**src/tx_phase_comp_defs.vh**
```
// Purpose: Constants shared by the transmit phase compensation buffer.
// Assumes: Included by bare name from the design files.
// Notes: Offsets and counts are held here once; the code uses the names.
`ifndef TX_PHASE_COMP_DEFS_VH
`define TX_PHASE_COMP_DEFS_VH

// Storage depth in words and pointer width.
`define TXPC_DEPTH 4
`define TXPC_PTR_W 2
// Fixed spacing between write and read pointers after reset.
`define TXPC_PTR_GAP 2'h2
// Pointer reset value.
`define TXPC_PTR_RST 2'h0
// Writes needed before the read side starts.
`define TXPC_PRIME_CNT 2'h2

// Configured word width codes.
`define TXPC_W8 2'h0
`define TXPC_W10 2'h1
`define TXPC_W16 2'h2
`define TXPC_W20 2'h3

// Widths that the codes select.
`define TXPC_BITS8 8
`define TXPC_BITS10 10
`define TXPC_BITS16 16
`define TXPC_BITS20 20

`endif

```
**src/tx_pc_slot.v**
```verilog
// Purpose: One storage word of the transmit phase compensation buffer.
// Assumes: Single clock, asynchronous active-low reset.
// Notes: Holds the data word and its valid flag.
`timescale 1ns/1ps

module tx_pc_slot #(
  parameter WIDTH = 21
) (
  // Clock and reset
  input wire core_clk,
  input wire resetn,
  // Write side
  input wire writeEn,
  input wire [WIDTH-1:0] writeData,
  // Stored word
  output reg [WIDTH-1:0] word_q
);

  always @(posedge core_clk or negedge resetn) begin
    if (!resetn) begin
      word_q <= {WIDTH{1'b0}};
    end else if (writeEn) begin
      word_q <= writeData;
    end
  end

endmodule

```
**src/tx_phase_comp_fifo.v**
```verilog
// Purpose: Transmit phase compensation buffer between fabric words and the coding stage.
// Assumes: Both sides are frequency locked and presented on core_clk; inputs synchronous.
// Notes: A fixed pointer spacing absorbs phase offset; registered mode bypasses storage.
`timescale 1ns/1ps
`include "tx_phase_comp_defs.vh"

// Behaviour
// - Absorb phase offset between fabric write side and coding-side reads.
// - Store exactly four transmit words between write and read sides.
// - Buffered mode delivers each word after exactly three parallel cycles.
// - Registered mode passes words through one register, one cycle latency.
// - Word width is 8, 10, 16 or 20 bits, used for every transfer.
// - Accept words from fabric or from the protocol core interface alike.
// - Forward words onward to the coding stage as the first stage.
module tx_phase_comp_fifo #(
  parameter DATA_WIDTH = 20,
  parameter DEPTH = `TXPC_DEPTH
) (
  // Clock and reset
  core_clk,
  resetn,
  // Configuration
  registeredMode,
  widthSel,
  pipeSel,
  // Fabric source
  fabricData,
  fabricValid,
  // Protocol core source
  pipeData,
  pipeValid,
  // Coding stage side
  txWord_q,
  txValid_q,
  running_q
);

  input wire core_clk;
  input wire resetn;
  input wire registeredMode;
  input wire [1:0] widthSel;
  input wire pipeSel;
  input wire [DATA_WIDTH-1:0] fabricData;
  input wire fabricValid;
  input wire [DATA_WIDTH-1:0] pipeData;
  input wire pipeValid;
  output reg [DATA_WIDTH-1:0] txWord_q;
  output reg txValid_q;
  output reg running_q;

  localparam SLOT_W = DATA_WIDTH + 1;

  // Start-up sequencer states, one-hot.
  localparam [1:0] ST_PRIME = 2'h1;
  localparam [1:0] ST_RUN = 2'h2;

  // Masks for the four word widths; bits above the width never reach the coding stage.
  localparam [DATA_WIDTH-1:0] MASK_ALL = {DATA_WIDTH{1'b1}};
  localparam [DATA_WIDTH-1:0] MASK_W8 = MASK_ALL >> (DATA_WIDTH - `TXPC_BITS8);
  localparam [DATA_WIDTH-1:0] MASK_W10 = MASK_ALL >> (DATA_WIDTH - `TXPC_BITS10);
  localparam [DATA_WIDTH-1:0] MASK_W16 = MASK_ALL >> (DATA_WIDTH - `TXPC_BITS16);
  localparam [DATA_WIDTH-1:0] MASK_W20 = MASK_ALL >> (DATA_WIDTH - `TXPC_BITS20);

  // Source selection
  reg [DATA_WIDTH-1:0] srcData;
  reg srcValid;
  // Width handling
  reg [DATA_WIDTH-1:0] widthMask;
  wire [SLOT_W-1:0] inWord;
  // Pointers
  reg [`TXPC_PTR_W-1:0] wrPtr_q;
  reg [`TXPC_PTR_W-1:0] wrPtr_d;
  reg [`TXPC_PTR_W-1:0] rdPtr_q;
  reg [`TXPC_PTR_W-1:0] rdPtr_d;
  // Start-up sequencer
  reg [1:0] primeCnt_q;
  reg [1:0] primeCnt_d;
  reg [1:0] state_q;
  reg [1:0] state_d;
  reg running_d;
  // Storage
  wire [SLOT_W-1:0] slotWord [0:DEPTH-1];
  wire [SLOT_W-1:0] rdWord;
  // Output stage
  reg [DATA_WIDTH-1:0] txWord_d;
  reg txValid_d;

  // Both sources share the same compensation path, so a word from the protocol
  // core sees exactly the latency of a word from the fabric.
  always @* begin
    if (pipeSel) begin
      srcData = pipeData;
      srcValid = pipeValid;
    end else begin
      srcData = fabricData;
      srcValid = fabricValid;
    end
  end

  // Bits above the configured width are forced low on every transfer.
  always @* begin
    case (widthSel)
      `TXPC_W8: widthMask = MASK_W8;
      `TXPC_W10: widthMask = MASK_W10;
      `TXPC_W16: widthMask = MASK_W16;
      `TXPC_W20: widthMask = MASK_W20;
      default: widthMask = MASK_ALL;
    endcase
  end

  // The valid flag travels in the top bit of each slot.
  assign inWord = {srcValid, srcData & widthMask};

  // Four word slots, written in turn by the write pointer.
  genvar gi;
  generate
    for (gi = 0; gi < DEPTH; gi = gi + 1) begin : gSlot
      localparam [`TXPC_PTR_W-1:0] SLOT_IDX = gi;
      tx_pc_slot #(
        .WIDTH(SLOT_W)
      ) uSlot (
        .core_clk(core_clk),
        .resetn(resetn),
        .writeEn(wrPtr_q == SLOT_IDX),
        .writeData(inWord),
        .word_q(slotWord[gi])
      );
    end
  endgenerate

  // The read side sees the slot that the read pointer names.
  assign rdWord = slotWord[rdPtr_q];

  // Start-up sequencer. After reset the write side runs alone for a fixed
  // number of words; only then may the read side start, so the pointers keep
  // their spacing for the rest of the run.
  always @* begin
    state_d = state_q;
    primeCnt_d = primeCnt_q;
    running_d = running_q;
    case (state_q)
      ST_PRIME: begin
        if (primeCnt_q != `TXPC_PRIME_CNT - 2'h1) begin
          primeCnt_d = primeCnt_q + 2'h1;
        end else begin
          state_d = ST_RUN;
          running_d = 1'b1;
        end
      end
      ST_RUN: begin
        running_d = 1'b1;
      end
      default: begin
        state_d = ST_PRIME;
        primeCnt_d = 2'h0;
        running_d = 1'b0;
      end
    endcase
  end

  always @(posedge core_clk or negedge resetn) begin
    if (!resetn) begin
      primeCnt_q <= 2'h0;
      state_q <= ST_PRIME;
      running_q <= 1'b0;
    end else begin
      primeCnt_q <= primeCnt_d;
      state_q <= state_d;
      running_q <= running_d;
    end
  end

  // The write pointer advances on every edge, since a word arrives each cycle.
  // While priming, the read pointer is pinned a fixed gap behind the write
  // pointer; once running it simply follows, and as both sides are locked the
  // gap never drifts, whatever their phase.
  always @* begin
    wrPtr_d = wrPtr_q + 2'h1;
    if (running_q) begin
      rdPtr_d = rdPtr_q + 2'h1;
    end else begin
      rdPtr_d = wrPtr_d - `TXPC_PTR_GAP;
    end
  end

  always @(posedge core_clk or negedge resetn) begin
    if (!resetn) begin
      wrPtr_q <= `TXPC_PTR_RST;
      rdPtr_q <= `TXPC_PTR_RST;
    end else begin
      wrPtr_q <= wrPtr_d;
      rdPtr_q <= rdPtr_d;
    end
  end

  // Output stage to the coding logic, the first stage on the way out.
  // Registered mode takes the selected word straight into the output register,
  // trading phase tolerance for a latency of exactly one cycle.
  always @* begin
    txWord_d = {DATA_WIDTH{1'b0}};
    txValid_d = 1'b0;
    if (registeredMode) begin
      txWord_d = inWord[DATA_WIDTH-1:0];
      txValid_d = inWord[DATA_WIDTH];
    end else if (running_q) begin
      txWord_d = rdWord[DATA_WIDTH-1:0];
      txValid_d = rdWord[DATA_WIDTH];
    end
  end

  always @(posedge core_clk or negedge resetn) begin
    if (!resetn) begin
      txWord_q <= {DATA_WIDTH{1'b0}};
      txValid_q <= 1'b0;
    end else begin
      txWord_q <= txWord_d;
      txValid_q <= txValid_d;
    end
  end

endmodule

```
**config.mk**
```make
export PLATFORM = sky130hd
export DESIGN_NAME = tx_phase_comp_fifo
export DESIGN_NICKNAME = d
export VERILOG_FILES = /design/src/tx_pc_slot.v /design/src/tx_phase_comp_fifo.v
export VERILOG_INCLUDE_DIRS = /design/src /design/src/src
export SDC_FILE = /design/constraint.sdc
export NUM_CORES = 1
export LEC_CHECK = 0
export BUFFER_PORTS_ARGS = -buffer_cell sky130_fd_sc_hd__buf_4
export CAP_MARGIN = 10
export CORE_UTILIZATION = 50
export CTS_CLUSTER_DIAMETER = 150
export CTS_CLUSTER_SIZE = 8
export DETAILED_ROUTE_END_ITERATION = 10
export PLACE_DENSITY_LB_ADDON = 0.08
export SETUP_SLACK_MARGIN = 0.02
export SLEW_MARGIN = 20
export SYNTH_ARGS = -nofsm -noshare
export SYNTH_HDL_FRONTEND = slang
export SYNTH_SLANG_ARGS = --single-unit
```
**constraint.sdc**
```tcl
create_clock -name core_clk -period 2.1 [get_ports core_clk]
set_input_delay 0.21 -clock core_clk [delete_from_list [all_inputs] [get_ports core_clk]]
set_output_delay 0.21 -clock core_clk [all_outputs]
set_load 0.02 [all_outputs]
```
==> flow_metrics.env, run 1 <==
export IMPL_antenna_found_initial=0
export IMPL_grt_max_degree=44
export IMPL_synth_top_cell_area_share_pct=56.3
export IMPL_timing_hold_violations_final=0
export IMPL_wl_per_cell_um=17.7
export IMPL_seq_area_frac_synth_pct=56.9
export IMPL_netlist_area_mm2=0.00502
export IMPL_io_buffers=69
export IMPL_ctsHtreeMaxLevel=4
export IMPL_rsz0062_at_grt="no"
export IMPL_mappedNetlistNets=430
export IMPL_ys_flop_type="dfrtp_1"
export IMPL_crit_type="reg -> reg"
export IMPL_diodes=0
export IMPL_grt_overflow_total=0
export IMPL_final_cell_mix="dfrtp_1, buf_4, mux2_2"
export IMPL_synth_seq_cells=114
export IMPL_required_ps=2490
export IMPL_die_area_mm2=0.0104
export IMPL_place_area_mm2=0.00572
export IMPL_start_util_pct=51.6
export IMPL_post_cts_setup_buffer_count=0
export IMPL_min_period_ps=1640
export IMPL_yosys_area_top_type="dfrtp_1"
export IMPL_powerDensity_mw_per_mm2=884
export IMPL_postRouteAntennaNets=0
export IMPL_peakVddDrop_v=0.000607
export IMPL_yosysUniqueCellTypes=25
export IMPL_clock_sinks=114
export IMPL_drtIter0Drc=90
export IMPL_cp_end_kind="flip-flop"
export IMPL_fin_crit_sh_pct=78.2
export IMPL_p_switching_mw=1.26
export IMPL_drive_above_1_share_pct=38.5
export IMPL_grt_pass1_wl_um=17700
export IMPL_grt_pass1_vias=3524
export IMPL_p_comb_share_pct=8.9
export IMPL_cts_tree="yes"
export IMPL_p_int_mw=4.29
export IMPL_mostFrequentLayoutCell="dfrtp_1"
export IMPL_final_nets=510
export IMPL_finalSetupTns_ps=0
export IMPL_dieWidth_um=102
export IMPL_firstDrtPassIters=4
export IMPL_fin_worst_skew_ps=5.73
export IMPL_syn_avg_cell_area_um2=13.4
export IMPL_yosys_warnings=0
export IMPL_design_area_mm2=0.00628
export IMPL_fp_dieH_um=102
export IMPL_power_leakage_nw=3.02
export IMPL_power_frac_seq_pct=43.4
export IMPL_synthCells=374
export IMPL_fp_coreArea_mm2=0.00973
export IMPL_clock_latency_ps=510
export IMPL_p_clk_share_pct=47.7
export IMPL_routed_via_density=5.39
export IMPL_synthTopCellsByArea="dfrtp_1, mux2_2, mux4_2, mux2i_1, a21oi_1"
export IMPL_critPathArrivalTime_ps=2030
export IMPL_fmax_mhz=609
export IMPL_tightest_slew_ps=561
export IMPL_hold_path_class="in -> reg"
export IMPL_path_clk_slew_ps=50
export IMPL_via_count=3235
export IMPL_async_flop_share_pct=100
export IMPL_rows=36
export IMPL_routed_wl_um=10600
export IMPL_finalCoreUtilization_pct=64.6
export IMPL_cap_violations=0
export IMPL_switching_share_pct=22.7
export IMPL_remaining_drc_errors=0
export IMPL_outcome="complete, no violations"
export IMPL_cp_start_kind="flip-flop"
export IMPL_power_mw=5.55
export IMPL_cts_buffers=17
export IMPL_area_growth_pct=25.1
export IMPL_dp_hpwl_um=6790
export IMPL_pin_count=70
export IMPL_maxSlewHeadroom_pct=62.6
export IMPL_synth_edff_count=0
export IMPL_track_usage_pct=23.4
export IMPL_cts_buffer_depth=2
export IMPL_crit_fanout=9
export IMPL_setup_viol=0
export IMPL_maxSlewViolCount=0
export IMPL_root_buffer="clkbuf_8"
export IMPL_place_congestion=0.688
flip-flops by register name, summed over array words and instances, names as in the netlist:
register            count
wrPtr_q                 2
rdPtr_q                 2
state_q                 2
gSlot.uSlot.word_q     84
txWord_q               20
txValid_q               1
running_q               1
primeCnt_q              2
area by class of cell:
cell class / count / area [um2]
Fill cell: 765 / 3450
Sequential cell: 114 / 2850
Multi-Input combinational cell: 229 / 2010
Timing Repair Buffer: 84 / 671
Clock buffer: 20 / 435
Tap cell: 133 / 166
Clock inverter: 12 / 115
Inverter: 8 / 30.0
critical path: stages, from the launching register on:
cell,delay [ps]
dfrtp_1,470
buf_4,280
mux4_2,530
a22o_1,250
path summary, 6_finish.rpt:
path / slack, ps / cells after the start / start / endpoint
worst min register to register: 500 / 1 / gSlot[0].uSlot.word_q[17] / gSlot[0].uSlot.word_q[17]
worst max-delay path: 460 / 3 / rdPtr_q[0] / txWord_q[15]
worst max register to register: 460 / 3 / rdPtr_q[0] / txWord_q[15]
max in group asynchronous: 1150 / 3 / resetn / gSlot[3].uSlot.word_q[17]
min in group asynchronous: 240 / 2 / resetn / gSlot[3].uSlot.word_q[11]
worst min-delay path: 90 / 2 / registeredMode / txWord_q[8]
cells by family after synthesis:
group                    synth area share [%]
AO/OA/AOI/OAI                            7.50
XOR/XNOR                                0.175
adder cells (fa/ha/maj)                  1.99
buffers and inverters                    3.12
flip-flops                               56.9
multiplexers                             25.3
AND/OR/NAND/NOR                          5.08
power by group through the flow:
stage	Clock [mW]	Combinational [mW]	Sequential (mW)
5_1_grt	2.81	0.546	2.43
6_report	2.65	0.494	2.41
2_1_floorplan	0	0.232	2.47
3_5_place_dp	0	0.497	2.44
4_1_cts	2.70	0.504	2.41
3_3_place_gp	0	0.484	2.44
cells in the mapped netlist, types with 2 or more instances:
cell,count
nor2b_1,7
mux4_2,17
dfrtp_1,113
o21ai_0,12
a22o_1,12
mux4_1,4
mux2i_1,24
inv_1,8
mux2_2,48
nand2_1,10
buf_4,2
clkbuf_1,16
buf_6,2
ha_1,8
nor2_1,43
a21oi_1,39
per-layer routing:
layer  routed length [um]  global-route usage [%]
met5                    0                       0
met4                   95                    7.47
met3                  381                    7.32
met2                 5620                    39.5
met1                 4530                    28.8
repair_timing:
item | CTS | global route
resized for setup | 0 | 0
hold buffers | 1 | 0
hold endpoints to repair | 40 | 0
stage by stage:
step           hold slack, ps  worst slack (ps)  std cells
3_3_place_gp              243               464        567
3_5_place_dp              238               456        567
6_report                 94.6               458        600
4_1_cts                  75.9               434        600
2_1_floorplan           -85.6               625        374
5_1_grt                  72.4               345        600
Note: power is estimated with default switching activity, not from simulation.
==> run 2: changes to the inputs <==
==> constraint.sdc (replaced) <==
create_clock -name core_clk -period 1.6 [get_ports core_clk]
set_input_delay 0.16 -clock core_clk [delete_from_list [all_inputs] [get_ports core_clk]]
set_output_delay 0.16 -clock core_clk [all_outputs]
set_load 0.02 [all_outputs]
==> run 2 against run 1 <==
  * Die area is the same
  * First-iteration DRC count increased by 2.2%
  * Via count rose by 1.2%
  * Clock skew rose by 2.8 ps
  * Non-clock buffer count is 5 higher
  * Design area rose by 1.5%
  * Worst hold slack got worse by 80 ps
  * Clock power increased by 34%
  * Routed wire length decreased by 4.7%
  * Combinational power is 30% higher
  * Critical endpoint is now txWord_q[9]
  * Largest power group unchanged
==> flow_metrics.env, run 2 (synthesis gave the netlist of run 1 again) <==
export IMPL_grt_overflow_total=0
export IMPL_drive_above_1_share_pct=38.9
export IMPL_postRouteAntennaNets=0
export IMPL_stdcell_count=604
export IMPL_grt_pass1_wl_um=17000
export IMPL_cp_slowest_cell="mux4_1"
export IMPL_mostFrequentLayoutCell="dfrtp_1"
export IMPL_maxSlewHeadroom_pct=65.2
export IMPL_top_regs="gSlot.uSlot.word_q (84), txWord_q (20)"
export IMPL_routed_wl_um=10100
export IMPL_hold_buffers=1
export IMPL_start_util_pct=51.6
export IMPL_cts_tree="yes"
export IMPL_crit_type="reg -> reg"
export IMPL_track_usage_pct=22.5
export IMPL_setup_viol=0
export IMPL_post_cts_setup_buffer_count=0
export IMPL_fmax_mhz=662
export IMPL_root_buffer="clkbuf_8"
export IMPL_finalSetupTns_ps=0
export IMPL_maxSlewViolCount=0
export IMPL_grt_max_degree=68
export IMPL_required_ps=2000
export IMPL_cp_end_kind="flip-flop"
export IMPL_crit_path_cell_trace="buf_4 > mux4_1 > a22o_1"
export IMPL_firstDrtPassIters=4
export IMPL_largest_register_ffs=84
export IMPL_remaining_drc_errors=0
export IMPL_ctsResizeCount=0
export IMPL_io_buffers=69
export IMPL_clock_latency_ps=510
export IMPL_grt_pass1_vias=3380
export IMPL_dp_slack_ps=79.1
export IMPL_ctsHtreeMaxLevel=4
export IMPL_via_count=3273
export IMPL_final_cell_mix="dfrtp_1, buf_4, mux2_2"
export IMPL_drtIter0Drc=92
export IMPL_timing_hold_violations_final=0
export IMPL_antenna_found_initial=0
export IMPL_dp_hpwl_um=6700
export IMPL_pin_count=70
export IMPL_fp_coreArea_mm2=0.00973
export IMPL_dp_cells=572
export IMPL_slowest_delay_ps=550
export IMPL_dieWidth_um=102
export IMPL_die_area_mm2=0.0104
export IMPL_cp_start_kind="flip-flop"
export IMPL_routed_via_density=5.42
export IMPL_tightest_slew_ps=507
export IMPL_clock_sinks=114
export IMPL_cap_violations=0
export IMPL_critPathArrivalTime_ps=1910
export IMPL_rsz0062_at_grt="no"
export IMPL_fin_crit_sh_pct=94.4
export IMPL_outcome="complete, no violations"
export IMPL_final_nets=515
export IMPL_peakVddDrop_v=0.000942
export IMPL_fp_dieH_um=102
export IMPL_top_register="gSlot.uSlot.word_q"
export IMPL_rows=36
export IMPL_worst_slack_ps=89.5
export IMPL_hold_path_class="in -> async"
export IMPL_multi_input_area_mm2=0.00201
export IMPL_crit_fanout=6
export IMPL_cts_buffer_depth=2
export IMPL_fillers=760
export IMPL_wl_per_cell_um=16.8
export IMPL_cts_buffers=17
export IMPL_diodes=0
export IMPL_seqCellArea_mm2=0.00285
export IMPL_power_leakage_nw=3.07
export IMPL_path_clk_slew_ps=50
export IMPL_fin_worst_skew_ps=8.53
export IMPL_area_growth_pct=26.9
export IMPL_place_congestion=0.694
export IMPL_min_period_ps=1510
export IMPL_powerDensity_mw_per_mm2=1150
run 2: cell types whose count changed in the layout (fill, tap and decap cells not counted):
cell	previous run	this run
clkbuf_8	2	8
buf_4	80	82
clkinv_2	8	3
buf_12	3	6
clkbuf_1	2	3
bufinv_16	2	1
clkinvlp_4	2	0
run 2: path summary, 6_finish.rpt:
kind / to / start / depth (start not counted) / slack [ps]
max in group asynchronous: state_q[0] / resetn / 3 / 970
max: txWord_q[9] / rdPtr_q[0] / 3 / 90
min reg2reg: gSlot[0].uSlot.word_q[9] / gSlot[0].uSlot.word_q[9] / 1 / 500
min: gSlot[1].uSlot.word_q[14] / resetn / 2 / 10
min in group core_clk: txWord_q[14] / registeredMode / 2 / 40
max reg2reg: txWord_q[9] / rdPtr_q[0] / 3 / 90
run 2: metrics by stage:
| stage | utilization [%] | cell area (um2) | hold WS (ps) | total power, mW |
|---|---|---|---|---|
| CTS | 65.5 | 6370 | 4.33 | 7.42 |
| detailed placement | 59.6 | 5800 | 4.08 | 3.86 |
| finish | 65.5 | 6370 | 14.2 | 7.34 |
| global route | 65.5 | 6370 | 15.8 | 7.65 |
| floorplan | - | 5020 | -136 | 3.54 |
| global placement | 59.6 | 5800 | 3.07 | 3.83 |
run 2: critical path: cells and delay by family, from the launching register on:
family                 cells  cell delay (ps)
buffers and inverters      1              190
DFF                        1              410
AOI/OAI and AO/OA          1              240
muxes                      1              550
run 2: routing by layer:
metal	GRT usage, %	wire length, um	vias to the layer above
met5	0	0	-
met4	5.82	94	0
met3	7.66	413	8
met2	35.5	5140	58
met1	30.1	4480	1697
li1	-	-	1510
run 2: power breakdown:
part	switching, mW	total [mW]	leakage (nW)	internal [mW]
Sequential	0.0837	3.16	1.40	3.07
Clock	1.21	3.54	0.284	2.33
Combinational	0.308	0.644	1.39	0.335
Total	1.60	7.34	3.07	5.74
run 2: cell type report:
class	count	share of cell area [%]
Sequential cell	114	44.8
Clock inverter	4	0.707
Tap cell	133	2.61
Clock buffer	27	8.19
Multi-Input combinational cell	229	31.5
Inverter	8	0.471
Timing Repair Buffer	89	11.7
==> run 3: changes to the inputs <==
--- a/config.mk
+++ b/config.mk
@@ -8,7 +8,7 @@
 export LEC_CHECK = 0
 export BUFFER_PORTS_ARGS = -buffer_cell sky130_fd_sc_hd__buf_4
 export CAP_MARGIN = 10
-export CORE_UTILIZATION = 50
+export CORE_UTILIZATION = 44
 export CTS_CLUSTER_DIAMETER = 150
 export CTS_CLUSTER_SIZE = 8
 export DETAILED_ROUTE_END_ITERATION = 10
==> constraint.sdc (replaced) <==
create_clock -name core_clk -period 1.6 [get_ports core_clk]
set_input_delay 0.16 -clock core_clk [delete_from_list [all_inputs] [get_ports core_clk]]
set_output_delay 0.16 -clock core_clk [all_outputs]
set_load 0.1 [all_outputs]
==> run 3 against run 2 <==
  * Power rose by 11%
  * Clock power grew 16%
  * Global-route usage is 2.2 points lower
  * Sequential power is essentially flat
  * Clock skew barely moved
  * Worst hold slack better by 140 ps
  * Fmax increased by 1.2%
  * Flip-flop and latch count is the same
  * Die area is 13% higher
  * Routed wire length up 4.5%
  * Sequential share of layout area decreased by 0.73 points
  * Largest cell class unchanged
  * Highest routed layer unchanged
==> flow_metrics.env, run 3 (synthesis gave the netlist of run 1 again) <==
export IMPL_outcome="complete, no violations"
export IMPL_setup_viol=0
export IMPL_slowest_delay_ps=560
export IMPL_dp_cells=579
export IMPL_cp_end_kind="flip-flop"
export IMPL_crit_type="reg -> reg"
export IMPL_io_buffers=69
export IMPL_track_usage_pct=20.3
export IMPL_mostFrequentLayoutCell="dfrtp_1"
export IMPL_path_delay_family="multiplexers"
export IMPL_fp_dieH_um=109
export IMPL_peakVddDrop_v=0.000835
export IMPL_grt_pass1_wl_um=17400
export IMPL_largest_register_ffs=84
export IMPL_timing_hold_violations_final=0
export IMPL_rows=38
export IMPL_grt_pass1_vias=3337
export IMPL_routed_via_density=5.30
export IMPL_firstDrtPassIters=4
export IMPL_via_count=3242
export IMPL_stdcell_count=612
export IMPL_fillers=890
export IMPL_routed_wl_um=10600
export IMPL_worst_path_buf_inv=1
export IMPL_place_area_mm2=0.00582
export IMPL_pin_count=70
export IMPL_antenna_found_initial=0
export IMPL_drive_above_1_share_pct=39.8
export IMPL_path_clk_slew_ps=60
export IMPL_hold_path_class="in -> reg"
export IMPL_design_area_mm2=0.00648
export IMPL_diodes=0
export IMPL_root_buffer="clkbuf_16"
export IMPL_finalCoreUtilization_pct=59.0
export IMPL_area_growth_pct=29.1
export IMPL_crit_path_cell_trace="buf_12 > mux4_1 > a22o_1"
export IMPL_top_regs="gSlot.uSlot.word_q (84), txWord_q (20)"
export IMPL_grt_overflow_total=0
export IMPL_final_nets=515
export IMPL_tightest_slew_ps=636
export IMPL_dp_hpwl_um=7110
export IMPL_fmax_mhz=670
export IMPL_die_area_mm2=0.0118
export IMPL_rsz0062_at_grt="no"
export IMPL_min_period_ps=1490
export IMPL_multi_input_area_mm2=0.00202
export IMPL_drtIter0Drc=200
export IMPL_required_ps=1890
export IMPL_seqCellArea_mm2=0.00286
export IMPL_cts_buffer_depth=2
export IMPL_cts_tree="yes"
export IMPL_cp_slowest_cell="mux4_1"
export IMPL_power_leakage_nw=3.10
export IMPL_start_util_pct=45.7
export IMPL_final_cell_mix="dfrtp_1, buf_4, mux2_2"
export IMPL_top_register="gSlot.uSlot.word_q"
export IMPL_maxSlewViolCount=0
export IMPL_powerDensity_mw_per_mm2=1260
export IMPL_place_congestion=0.710
export IMPL_clock_latency_ps=410
export IMPL_cts_buffers=17
export IMPL_fin_worst_skew_ps=8.37
export IMPL_grt_max_degree=37
export IMPL_postRouteAntennaNets=0
export IMPL_wl_per_cell_um=17.3
export IMPL_worst_slack_ps=107
export IMPL_maxSlewHeadroom_pct=57.5
export IMPL_remaining_drc_errors=0
export IMPL_fp_coreArea_mm2=0.0110
export IMPL_crit_fanout=13
export IMPL_critPathArrivalTime_ps=1790
export IMPL_cp_start_kind="flip-flop"
export IMPL_finalSetupTns_ps=0
export IMPL_fin_crit_sh_pct=93.3
export IMPL_dieWidth_um=109
export IMPL_clock_sinks=114
export IMPL_dp_slack_ps=3.22
export IMPL_cap_violations=0
export IMPL_ctsHtreeMaxLevel=4
run 3: cell types whose count changed in the layout (fill, tap and decap cells not counted), sizes merged:
cell and delta:
bufinv +4, clkbuf -9, clkinvlp +4, clkinv +2
run 3: final cells by class:
type | count | area share (%)
clock buffers | 18 | 6.62
clock inverters | 14 | 3.28
inverters | 8 | 0.463
multi-input cells | 229 | 31.1
flip-flops and latches | 114 | 44.1
well taps | 140 | 2.70
repair buffers | 89 | 11.8
run 3: repair_timing:
action,4_1_cts,5_1_grt
hold buffers,1,0
hold endpoints to repair,32,0
gates resized for setup,1,1
pin swaps,0,0
gates cloned,0,0
setup buffers,0,0
setup endpoints to repair,12,2
run 3: path summary, 6_finish.rpt:
path / slack, ps / start / cells past startpoint / endpoint
max in group asynchronous: 750 / resetn / 3 / gSlot[2].uSlot.word_q[0]
setup reg to reg: 110 / rdPtr_q[0] / 3 / txWord_q[9]
hold / removal: 150 / fabricData[0] / 3 / txWord_q[0]
setup / recovery: 110 / rdPtr_q[0] / 3 / txWord_q[9]
min in group asynchronous: 260 / resetn / 2 / gSlot[0].uSlot.word_q[14]
hold reg to reg: 500 / gSlot[1].uSlot.word_q[16] / 1 / gSlot[1].uSlot.word_q[16]
run 3: worst register-to-register path: cells and delay by family, from the launching register on:
kind	cells	cell delay [ps]
flip-flops	1	400
multiplexers	1	560
buffers and inverters	1	190
AO/OA/AOI/OAI	1	240
run 3: routing by layer:
layer,vias to the layer above,routed length [um],global-route usage (%),share of wire (%)
met5,-,0,0,0
met4,0,87,8.11,0.82
met3,8,351,5.62,3.3
met2,54,5390,33.2,51
met1,1662,4750,25.5,45
li1,1518,-,-,-
run 3: power by group:
part           switching (mW)  leakage, nW  internal (mW)  total, mW
clock                    1.33        0.302           2.75       4.09
sequential             0.0834         1.40           3.07       3.16
combinational           0.589         1.40          0.341      0.930
run 3: through the flow:
stage | total power, mW | hold slack (ps)
after CTS | 8.27 | 132
after global routing | 8.46 | 161
after detailed placement | 4.14 | 167
after floorplan | 3.81 | -136
after global placement | 4.12 | 166
final | 8.17 | 151
